File: config.mk
export PLATFORM = sky130hd
export DESIGN_NAME = iwd_decode
export DESIGN_NICKNAME = d
export VERILOG_FILES = /design/src/logic/iwd_pkg.sv /design/src/logic/iwd_fields_if.sv /design/src/logic/iwd_decode.sv /design/src/logic/iwd_field_split.sv
export VERILOG_INCLUDE_DIRS = /design/src /design/src/logic
export SDC_FILE = /design/constraint.sdc
export NUM_CORES = 1
export LEC_CHECK = 0
export ABC_AREA = 1
export BUFFER_PORTS_ARGS = -buffer_cell sky130_fd_sc_hd__buf_2
export CAP_MARGIN = 20
export CORE_MARGIN = 1
export CORE_UTILIZATION = 30
export CTS_BUF_LIST = sky130_fd_sc_hd__clkbuf_16
export DETAILED_ROUTE_END_ITERATION = 10
export PLACE_DENSITY = 0.58
export SYNTH_ARGS = -nofsm -noshare
export SYNTH_HDL_FRONTEND = slang
export SYNTH_SLANG_ARGS = --single-unit
File: constraint.sdc
create_clock -name REF_CLK -period 2 [get_ports REF_CLK]
set_input_delay 0 -clock REF_CLK [delete_from_list [all_inputs] [get_ports REF_CLK]]
set_output_delay 0 -clock REF_CLK [all_outputs]
set_load 0.01 [all_outputs]
File: src/logic/iwd_params.svh
`ifndef IWD_PARAMS_SVH
`define IWD_PARAMS_SVH

// ==========================================================
// word format
`define IWD_WORD_W 14
`define IWD_OP6_HI 13
`define IWD_OP6_LO 8
`define IWD_DEST_BIT 7
`define IWD_ADDR_HI 6
`define IWD_BSEL_HI 9
`define IWD_BSEL_LO 7
`define IWD_LIT8_HI 7
`define IWD_LIT11_HI 10

// ==========================================================
// opcode values and addresses
`define IWD_OP_STORE_ACC 6'h00
`define IWD_OP_CLEAR 6'h01
`define IWD_OP_DEC_SKIP 6'h0b
`define IWD_OP_INC_SKIP 6'h0f
`define IWD_RET_PAIR 13'h0004
`define IWD_RET_LIT_TOP 4'hd
`define IWD_PORT_ADDR 7'h05
`define IWD_FILE_TOP 7'h7f

// ==========================================================
// timing
`define IWD_OSC_PER_CYCLE 4
`define IWD_CLK_PERIOD_NS 10

`endif

File: src/logic/iwd_pkg.sv
package iwd_pkg;

    // instruction class
    typedef enum logic [1:0] {IWD_GRP_BYTE, IWD_GRP_BIT, IWD_GRP_LIT} iwd_group_e;

    // oscillator period inside one instruction cycle
    typedef enum logic [1:0] {IWD_Q1, IWD_Q2, IWD_Q3, IWD_Q4} iwd_phase_e;

    // per-word control facts
    typedef struct packed {
        logic names_file;
        logic writes_file;
        logic writes_acc;
        logic is_clear;
        logic is_bit_set;
        logic is_bit_clr;
        logic is_skip;
        logic is_branch;
        logic lit_wide;
    } iwd_flags_s;

endpackage

File: src/logic/iwd_fields_if.sv
`timescale 1ns/1ps
`include "iwd_params.svh"

// carries one raw word and its decoded fields
interface iwd_fields_if;
    logic [`IWD_WORD_W-1:0] word;
    iwd_pkg::iwd_group_e grp;
    iwd_pkg::iwd_flags_s flags;
    logic [5:0] opcode;
    logic [6:0] addr;
    logic dest;
    logic [2:0] bsel;
    logic [10:0] lit;

    modport split (input word, output grp, flags, opcode, addr, dest, bsel,
        lit);
    modport core (output word, input grp, flags, opcode, addr, dest, bsel,
        lit);
endinterface

File: src/logic/iwd_decode.sv
`timescale 1ns/1ps
`include "iwd_params.svh"

module iwd_decode #(
    parameter int WORD_W = `IWD_WORD_W
) (
    input wire logic REF_CLK, // core oscillator
    input wire logic NRST, // async reset, active low
    input wire logic [13:0] INSTR_WORD, // fetched word, taken at Q4
    input wire logic TEST_TRUE, // skip test outcome, valid at Q4
    input wire logic PC_WRITTEN, // file write hit the program counter
    input wire logic [7:0] FILE_RDATA, // file read data, valid at Q2
    input wire logic [7:0] ALU_RESULT, // general result, valid at Q3
    output logic [1:0] PHASE, // current oscillator period Q1..Q4
    output logic CYCLE_START, // high during Q1
    output logic [1:0] GROUP, // instruction class
    output logic [5:0] OPCODE, // raw top six bits
    output logic [6:0] FILE_ADDR, // operand register
    output logic DEST_FILE, // result goes to the file register
    output logic [2:0] BIT_SEL, // bit within the register
    output logic [10:0] LITERAL, // constant, zero-extended
    output logic LIT_WIDE, // literal is 11 bits wide
    output logic FILE_RD, // register read strobe in Q2
    output logic FILE_WR, // register write strobe in Q4
    output logic ACC_WR, // accumulator write strobe in Q4
    output logic [7:0] WR_DATA, // value stored at Q4
    output logic FORCED_NOP, // current cycle is the dummy cycle
    output logic PORT_MISMATCH_CLR // port read ends change mismatch
);
    // the field split is wired for one word width only
    if (WORD_W != `IWD_WORD_W)
    begin
        $error("iwd_decode serves only 14-bit words");
    end

    // ==========================================================
    // field split
    iwd_fields_if fld ();
    assign fld.word = INSTR_WORD;

    iwd_field_split u_split (
        .f(fld.split)
    );

    // ==========================================================
    // registers
    iwd_pkg::iwd_phase_e ph_q, ph_d;
    iwd_pkg::iwd_group_e grp_q;
    iwd_pkg::iwd_flags_s flg_q;
    logic [5:0] op_q;
    logic [6:0] addr_q;
    logic dest_q;
    logic [2:0] bsel_q;
    logic [10:0] lit_q;
    logic nop_q, nop_d;
    logic [7:0] rd_q;
    logic [7:0] wr_q, wr_d;

    // bit mask decode, shared by the modify path and its checks
    function automatic logic [7:0] bit_mask(input logic [2:0] sel);
        bit_mask = 8'h01 << sel;
    endfunction

    wire live = !nop_q;
    wire in_q2 = (ph_q == iwd_pkg::IWD_Q2);
    wire in_q3 = (ph_q == iwd_pkg::IWD_Q3);
    wire in_q4 = (ph_q == iwd_pkg::IWD_Q4);
    wire [7:0] mask = bit_mask(bsel_q);
    wire extra_cycle = live && (flg_q.is_branch || PC_WRITTEN
        || (flg_q.is_skip && TEST_TRUE));

    // four periods per instruction cycle, free running
    always_comb
    begin
        unique case (ph_q)
            iwd_pkg::IWD_Q1: ph_d = iwd_pkg::IWD_Q2;
            iwd_pkg::IWD_Q2: ph_d = iwd_pkg::IWD_Q3;
            iwd_pkg::IWD_Q3: ph_d = iwd_pkg::IWD_Q4;
            iwd_pkg::IWD_Q4: ph_d = iwd_pkg::IWD_Q1;
        endcase
    end

    // modify step; clear to the file and bit ops are done here, the rest by the alu
    assign wr_d = flg_q.is_clear ? 8'h00
        : flg_q.is_bit_clr ? (rd_q & ~mask)
        : flg_q.is_bit_set ? (rd_q | mask) : ALU_RESULT;
    assign nop_d = in_q4 ? extra_cycle : nop_q;

    // phase and dummy-cycle flag
    always_ff @(posedge REF_CLK or negedge NRST)
    begin
        if (!NRST)
        begin
            ph_q <= iwd_pkg::IWD_Q1;
            nop_q <= 1'b1;
        end
        else
        begin
            ph_q <= ph_d;
            nop_q <= nop_d;
        end
    end

    // the next word is latched at the end of Q4, so its fields stand
    // for the whole following cycle
    always_ff @(posedge REF_CLK or negedge NRST)
    begin
        if (!NRST)
        begin
            grp_q <= iwd_pkg::IWD_GRP_LIT;
            flg_q <= '0;
            op_q <= 6'h00;
            addr_q <= 7'h00;
            dest_q <= 1'b0;
            bsel_q <= 3'h0;
            lit_q <= 11'h000;
        end
        else if (in_q4)
        begin
            grp_q <= fld.grp;
            flg_q <= fld.flags;
            op_q <= fld.opcode;
            addr_q <= fld.addr;
            dest_q <= fld.dest;
            bsel_q <= fld.bsel;
            lit_q <= fld.lit;
        end
    end

    // read data caught at Q2, stored value built at Q3
    always_ff @(posedge REF_CLK or negedge NRST)
    begin
        if (!NRST)
        begin
            rd_q <= 8'h00;
            wr_q <= 8'h00;
        end
        else
        begin
            if (in_q2)
                rd_q <= FILE_RDATA;
            if (in_q3)
                wr_q <= wr_d;
        end
    end

    // ==========================================================
    // outputs; strobes are decoded, data comes from flops
    assign PHASE = ph_q;
    assign CYCLE_START = (ph_q == iwd_pkg::IWD_Q1);
    assign GROUP = grp_q;
    assign OPCODE = op_q;
    assign FILE_ADDR = addr_q;
    assign DEST_FILE = dest_q;
    assign BIT_SEL = bsel_q;
    assign LITERAL = lit_q;
    assign LIT_WIDE = flg_q.lit_wide;
    assign WR_DATA = wr_q;
    assign FORCED_NOP = nop_q;
    // read even for write-only words such as a plain clear or move
    assign FILE_RD = in_q2 && live && flg_q.names_file;
    assign FILE_WR = in_q4 && live && flg_q.writes_file;
    assign ACC_WR = in_q4 && live && flg_q.writes_acc;
    // any port read ends the mismatch, so clearing the port does too
    assign PORT_MISMATCH_CLR = FILE_RD
        && (addr_q == `IWD_PORT_ADDR);

    // ==========================================================
    // checks
    phase_order_a: assert property (
        @(posedge REF_CLK) disable iff (!NRST)
        CYCLE_START |=> PHASE == 2'd1 ##1 PHASE == 2'd2 ##1 PHASE == 2'd3
        ##1 CYCLE_START)
        else $error("phase sequence broken");

    read_first_a: assert property (
        @(posedge REF_CLK) disable iff (!NRST)
        FILE_WR |-> $past(FILE_RD, 2))
        else $error("file write without prior read");

    clear_zero_a: assert property (
        @(posedge REF_CLK) disable iff (!NRST)
        FILE_WR && flg_q.is_clear |-> WR_DATA == 8'h00)
        else $error("clear stored nonzero");

    port_clear_a: assert property (
        @(posedge REF_CLK) disable iff (!NRST)
        FILE_WR && flg_q.is_clear && FILE_ADDR == `IWD_PORT_ADDR
        |-> $past(PORT_MISMATCH_CLR, 2))
        else $error("port clear missed mismatch clear");

    bit_set_a: assert property (
        @(posedge REF_CLK) disable iff (!NRST)
        FILE_WR && flg_q.is_bit_set
        |-> WR_DATA == ($past(FILE_RDATA, 2) | bit_mask(BIT_SEL)))
        else $error("bit set wrong value");

    bit_clr_a: assert property (
        @(posedge REF_CLK) disable iff (!NRST)
        FILE_WR && flg_q.is_bit_clr
        |-> WR_DATA == ($past(FILE_RDATA, 2) & ~bit_mask(BIT_SEL)))
        else $error("bit clear wrong value");

    dest_pick_a: assert property (
        @(posedge REF_CLK) disable iff (!NRST)
        PHASE == 2'd3 && !FORCED_NOP && GROUP == 2'd0
        |-> FILE_WR == DEST_FILE && ACC_WR == !DEST_FILE)
        else $error("destination select ignored");

    two_cycle_a: assert property (
        @(posedge REF_CLK) disable iff (!NRST)
        PHASE == 2'd3 && !FORCED_NOP && flg_q.is_branch
        |=> FORCED_NOP [*4] ##1 !FORCED_NOP)
        else $error("branch not followed by one dummy cycle");

    one_cycle_a: assert property (
        @(posedge REF_CLK) disable iff (!NRST)
        PHASE == 2'd3 && !flg_q.is_branch && !PC_WRITTEN
        && !(flg_q.is_skip && TEST_TRUE) |=> !FORCED_NOP)
        else $error("spurious dummy cycle");

    nop_quiet_a: assert property (
        @(posedge REF_CLK) disable iff (!NRST)
        FORCED_NOP |-> !FILE_RD && !FILE_WR && !ACC_WR)
        else $error("dummy cycle touched state");

    word_class_a: assert property (
        @(posedge REF_CLK) disable iff (!NRST)
        GROUP != 2'd3 && (GROUP == 2'd2 || LITERAL[10:8] == 3'h0
        || LIT_WIDE))
        else $error("bad class or literal width");
endmodule

File: src/logic/iwd_field_split.sv
`timescale 1ns/1ps
`include "iwd_params.svh"

module iwd_field_split (
    iwd_fields_if.split f // raw word in, fields out
);
    wire [13:0] w = f.word;
    wire [5:0] op6 = w[`IWD_OP6_HI:`IWD_OP6_LO];
    wire d = w[`IWD_DEST_BIT];
    // top two bits pick the class; the all-zero slot with d low holds
    // the control words, so it counts as literal and control
    wire top_byte = (w[13:12] == 2'b00);
    wire ctrl = top_byte && (op6 == `IWD_OP_STORE_ACC) && !d;
    wire g_byte = top_byte && !ctrl;
    wire g_bit = (w[13:12] == 2'b01);
    wire g_lit = !g_byte && !g_bit;

    // ==========================================================
    // field extraction; don't-care bits are simply never looked at
    assign f.opcode = op6;
    assign f.addr = w[`IWD_ADDR_HI:0];
    assign f.dest = g_byte && d;
    assign f.bsel = w[`IWD_BSEL_HI:`IWD_BSEL_LO];
    assign f.lit = (w[13:12] == 2'b10) ? w[`IWD_LIT11_HI:0]
        : {3'h0, w[`IWD_LIT8_HI:0]};
    assign f.grp = g_byte ? iwd_pkg::IWD_GRP_BYTE
        : g_bit ? iwd_pkg::IWD_GRP_BIT : iwd_pkg::IWD_GRP_LIT;

    // ==========================================================
    // control facts
    assign f.flags.names_file = g_byte || g_bit;
    assign f.flags.writes_file = (g_byte && d) || (g_bit && !w[11]);
    assign f.flags.writes_acc = (g_byte && !d)
        || (w[13:12] == 2'b11);
    assign f.flags.is_clear = g_byte && d && (op6 == `IWD_OP_CLEAR);
    assign f.flags.is_bit_set = g_bit && (w[11:10] == 2'b01);
    assign f.flags.is_bit_clr = g_bit && (w[11:10] == 2'b00);
    assign f.flags.is_skip = (g_byte && (op6 == `IWD_OP_DEC_SKIP
        || op6 == `IWD_OP_INC_SKIP)) || (g_bit && w[11]);
    assign f.flags.is_branch = (w[13:12] == 2'b10)
        || (w[13:1] == `IWD_RET_PAIR)
        || (w[13:10] == `IWD_RET_LIT_TOP);
    assign f.flags.lit_wide = (w[13:12] == 2'b10);
endmodule

==> out/metrics.yaml <==
io_pins: 81
wl_met2_mm: 2.75
wl_met3_um: 256
switchingPower_w: 0.000534
synth_top_family_by_area: "simple AND/OR/NAND/NOR gates"
fillers: 747
die_h_um: 90.0
rsz0062_at_grt: "false"
pwr-share-seq: 0.498
ys_seq_area_frac: 0.518
critPathLaunch: "PHASE[1]"
final_common_cell: "nand2_1"
timing.rr.start: "PHASE[1]"
viasPerCell: 4.39
wire_per_inst_um: 12.2
numPortBuffers: 80
hp-class: "in -> reg"
cts_sinks: 48
status: "finished clean"
setup_viol: 0
seqCellArea_mm2: 0.00120
total_power_w: 0.00214
synth_mux_area_frac: 0
synth_compound_area_frac: 0.115
antenna_found_initial: 0
path_clk_slew_ns: 0.06
grt_pass1_vias: 2160
drc: 0
clkLatencyLatePin_ns: 0.29
critical_path_peak_fanout: 4
leakagePower_nw: 1.66
cts_tree: "done"
post-route-period-util: 0.739
synth_simple_gate_area_frac: 0.240
row_count: 31
synth.avg_cell_area_um2: 7.93
cp_cell_sequence: "inv_1 > ha_1 > nand3_1 > nor3_1 > buf_2"
place_hpwl_mm: 4.31
synth-seq-cells: 48
p_per_area_mw_per_mm2: 694
netlist_area_mm2: 0.00232
hp-start: "INSTR_WORD[9]"
synth.distinct_cells: 24
grt_pass1_wl_mm: 10.0
max_slew.worst_pin.slew_ns: 0.619
cp.required_ns: 2.00
synth_adder_area_share: 0.0215
syn2layout_area_growth_pct: 32.7
worst_hold_path.endpoint: "OPCODE[1]"
ctsResizeCount: 0
synth-xor-area-share: 0
first_pass_iters: 4
design_area_mm2: 0.00309
cts_root_buf: "clkbuf_16"
m1WireLength_mm: 2.87
grt_overflow_total: 0
hold_viol: 0
synth_warnings: 0
worstPathArrival_ns: 1.48
slew_viol_final: 0
grtUsageTotal: 0.153
core_mm2: 0.00737
placed_area_mm2: 0.00276
final_cell_mix: "106 x nand2_1, 80 x buf_2, 46 x dfrtp_1"
drv_cap: 0
dp_slack_ns: 0.573
setup_ws_ns: 0.523
multi_input_area_um2: 875
detail-route-antenna-nets: 0
synth.top_cell.area_share: 0.495
reg2reg_depth: 7
slowest_delay_ns: 0.41
ir_drop_uv: 308
dieArea_mm2: 0.00811
synthCells: 293
cellInternalPower_w: 0.00161
wirelength_mm: 5.91
ctsLongestPathBuffers: 2
critPathLaunchType: "flip-flop"
whs_path_depth: 3
period_minus_slack_ns: 1.48
fin_worst_skew_ns: 0.00729
r2r_slack_ns: 0.58
drive_gt1_frac: 0.247
synthTopCellsByArea: "dfrtp_1 50%, nand2_1 17%, o21ai_0 5.0%"
finalSetupTns_ns: 0
routed.top_layer: "met4"
nNetsFinal: 422
start_util: 0.315
crit_type: "reg -> out"
p_sw_frac: 0.250
max_freq_mhz: 677
antenna_cells: 0
relSlewSlack: 0.588
grt_max_degree: 49
vias: 2127
cts_buffers: 5
combPwrFrac: 0.126
clkPwrFrac: 0.376
synth_top_area_cell: "dfrtp_1"
syn-num-nets: 331
cp_slowest_cell: "dfrtp_1"
globalplace.congestion: 0.829
end_kind: "output port"
drt_iter0_drc: 132
cts-htree-levels: 2
die_w_um: 90.0
r2r_end: "flg_q[1]"
## power groups by stage
stage | logic [W] | clock network, W | registers (W)
floorplan | 0.000113 | 0 | 0.00109
global placement | 0.000245 | 0 | 0.00108
detailed placement | 0.000245 | 0 | 0.00108
CTS | 0.000275 | 0.000832 | 0.00107
global route | 0.000306 | 0.000871 | 0.00107
finish | 0.000270 | 0.000806 | 0.00107
## cell type report
type,count,share of cell area
clock buffers,5,0.0406
clock inverters,3,0.00487
inverters,32,0.0397
multi-input cells,194,0.283
flip-flops and latches,48,0.390
well taps,99,0.0401
repair buffers,103,0.201
## Yosys cell counts
cell        n
nand2_1   106
dfrtp_1    46
inv_1      30
o21ai_0    23
a21oi_1    20
nand3_1    15
nor2_1     14
buf_4      12
buf_2       6
ha_1        4
dfstp_2     2
o21bai_1    2
o22ai_1     2
a22o_1      1
clkbuf_1    1
inv_2       1
inv_4       1
nand4_1     1
nor3_1      1
nor3b_1     1
o21a_1      1
o221ai_1    1
or2_1       1
or2_2       1
## metal layers
metal / global-route usage / up-vias
li1: - / 1095
met1: 0.205 / 971
met2: 0.254 / 57
met3: 0.0313 / 4
met4: 0.0349 / 0
met5: 0 / -
## critical path, delay by kind of cell, from the launching register on
family | cells | cell delay (ns)
fa+ha+maj | 1 | 0.20
buf+inv | 2 | 0.25
flops | 1 | 0.41
simple gates | 2 | 0.33
## worst max path at each step
stage / to / slack, ns / cells past startpoint
floorplan: flg_q[6] / 0.69 / 6
global placement: flg_q[1] / 0.60 / 7
detailed placement: flg_q[1] / 0.57 / 7
CTS: PORT_MISMATCH_CLR / 0.51 / 5
global route: PORT_MISMATCH_CLR / 0.39 / 5
finish: PORT_MISMATCH_CLR / 0.52 / 5
## stage by stage
| step | hold WS (ns) | util | cells |
|---|---|---|---|
| 2_1_floorplan | -0.296 | - | 293 |
| 3_3_place_gp | 0.142 | 0.374 | 457 |
| 3_5_place_dp | 0.153 | 0.374 | 457 |
| 4_1_cts | 0.0122 | 0.419 | 484 |
| 5_1_grt | 0.0353 | 0.419 | 484 |
| 6_report | 0.0102 | 0.419 | 484 |
## cells by family (layout without fill, tap and decap cells)
kind of cell	after synthesis	count (layout)
AOI/OAI and AO/OA	50	50
buffers and inverters	51	143
adders and majority gates	4	4
and+or+nand+nor	140	140
DFF	48	48
## registers in the layout (all words and copies together), names as in the netlist
| signal | cells |
|---|---|
| BIT_SEL | 1 |
| DEST_FILE | 1 |
| FILE_ADDR | 6 |
| FORCED_NOP | 1 |
| GROUP | 2 |
| LITERAL | 4 |
| LIT_WIDE | 1 |
| OPCODE | 6 |
| PHASE | 2 |
| WR_DATA | 8 |
| flg_q | 8 |
| rd_q | 8 |
## repair_timing
action                    CTS  global route
hold buffers               19             0
setup buffers               0             0
hold endpoints to repair   64             0
Power figures use the tool's default switching activity.
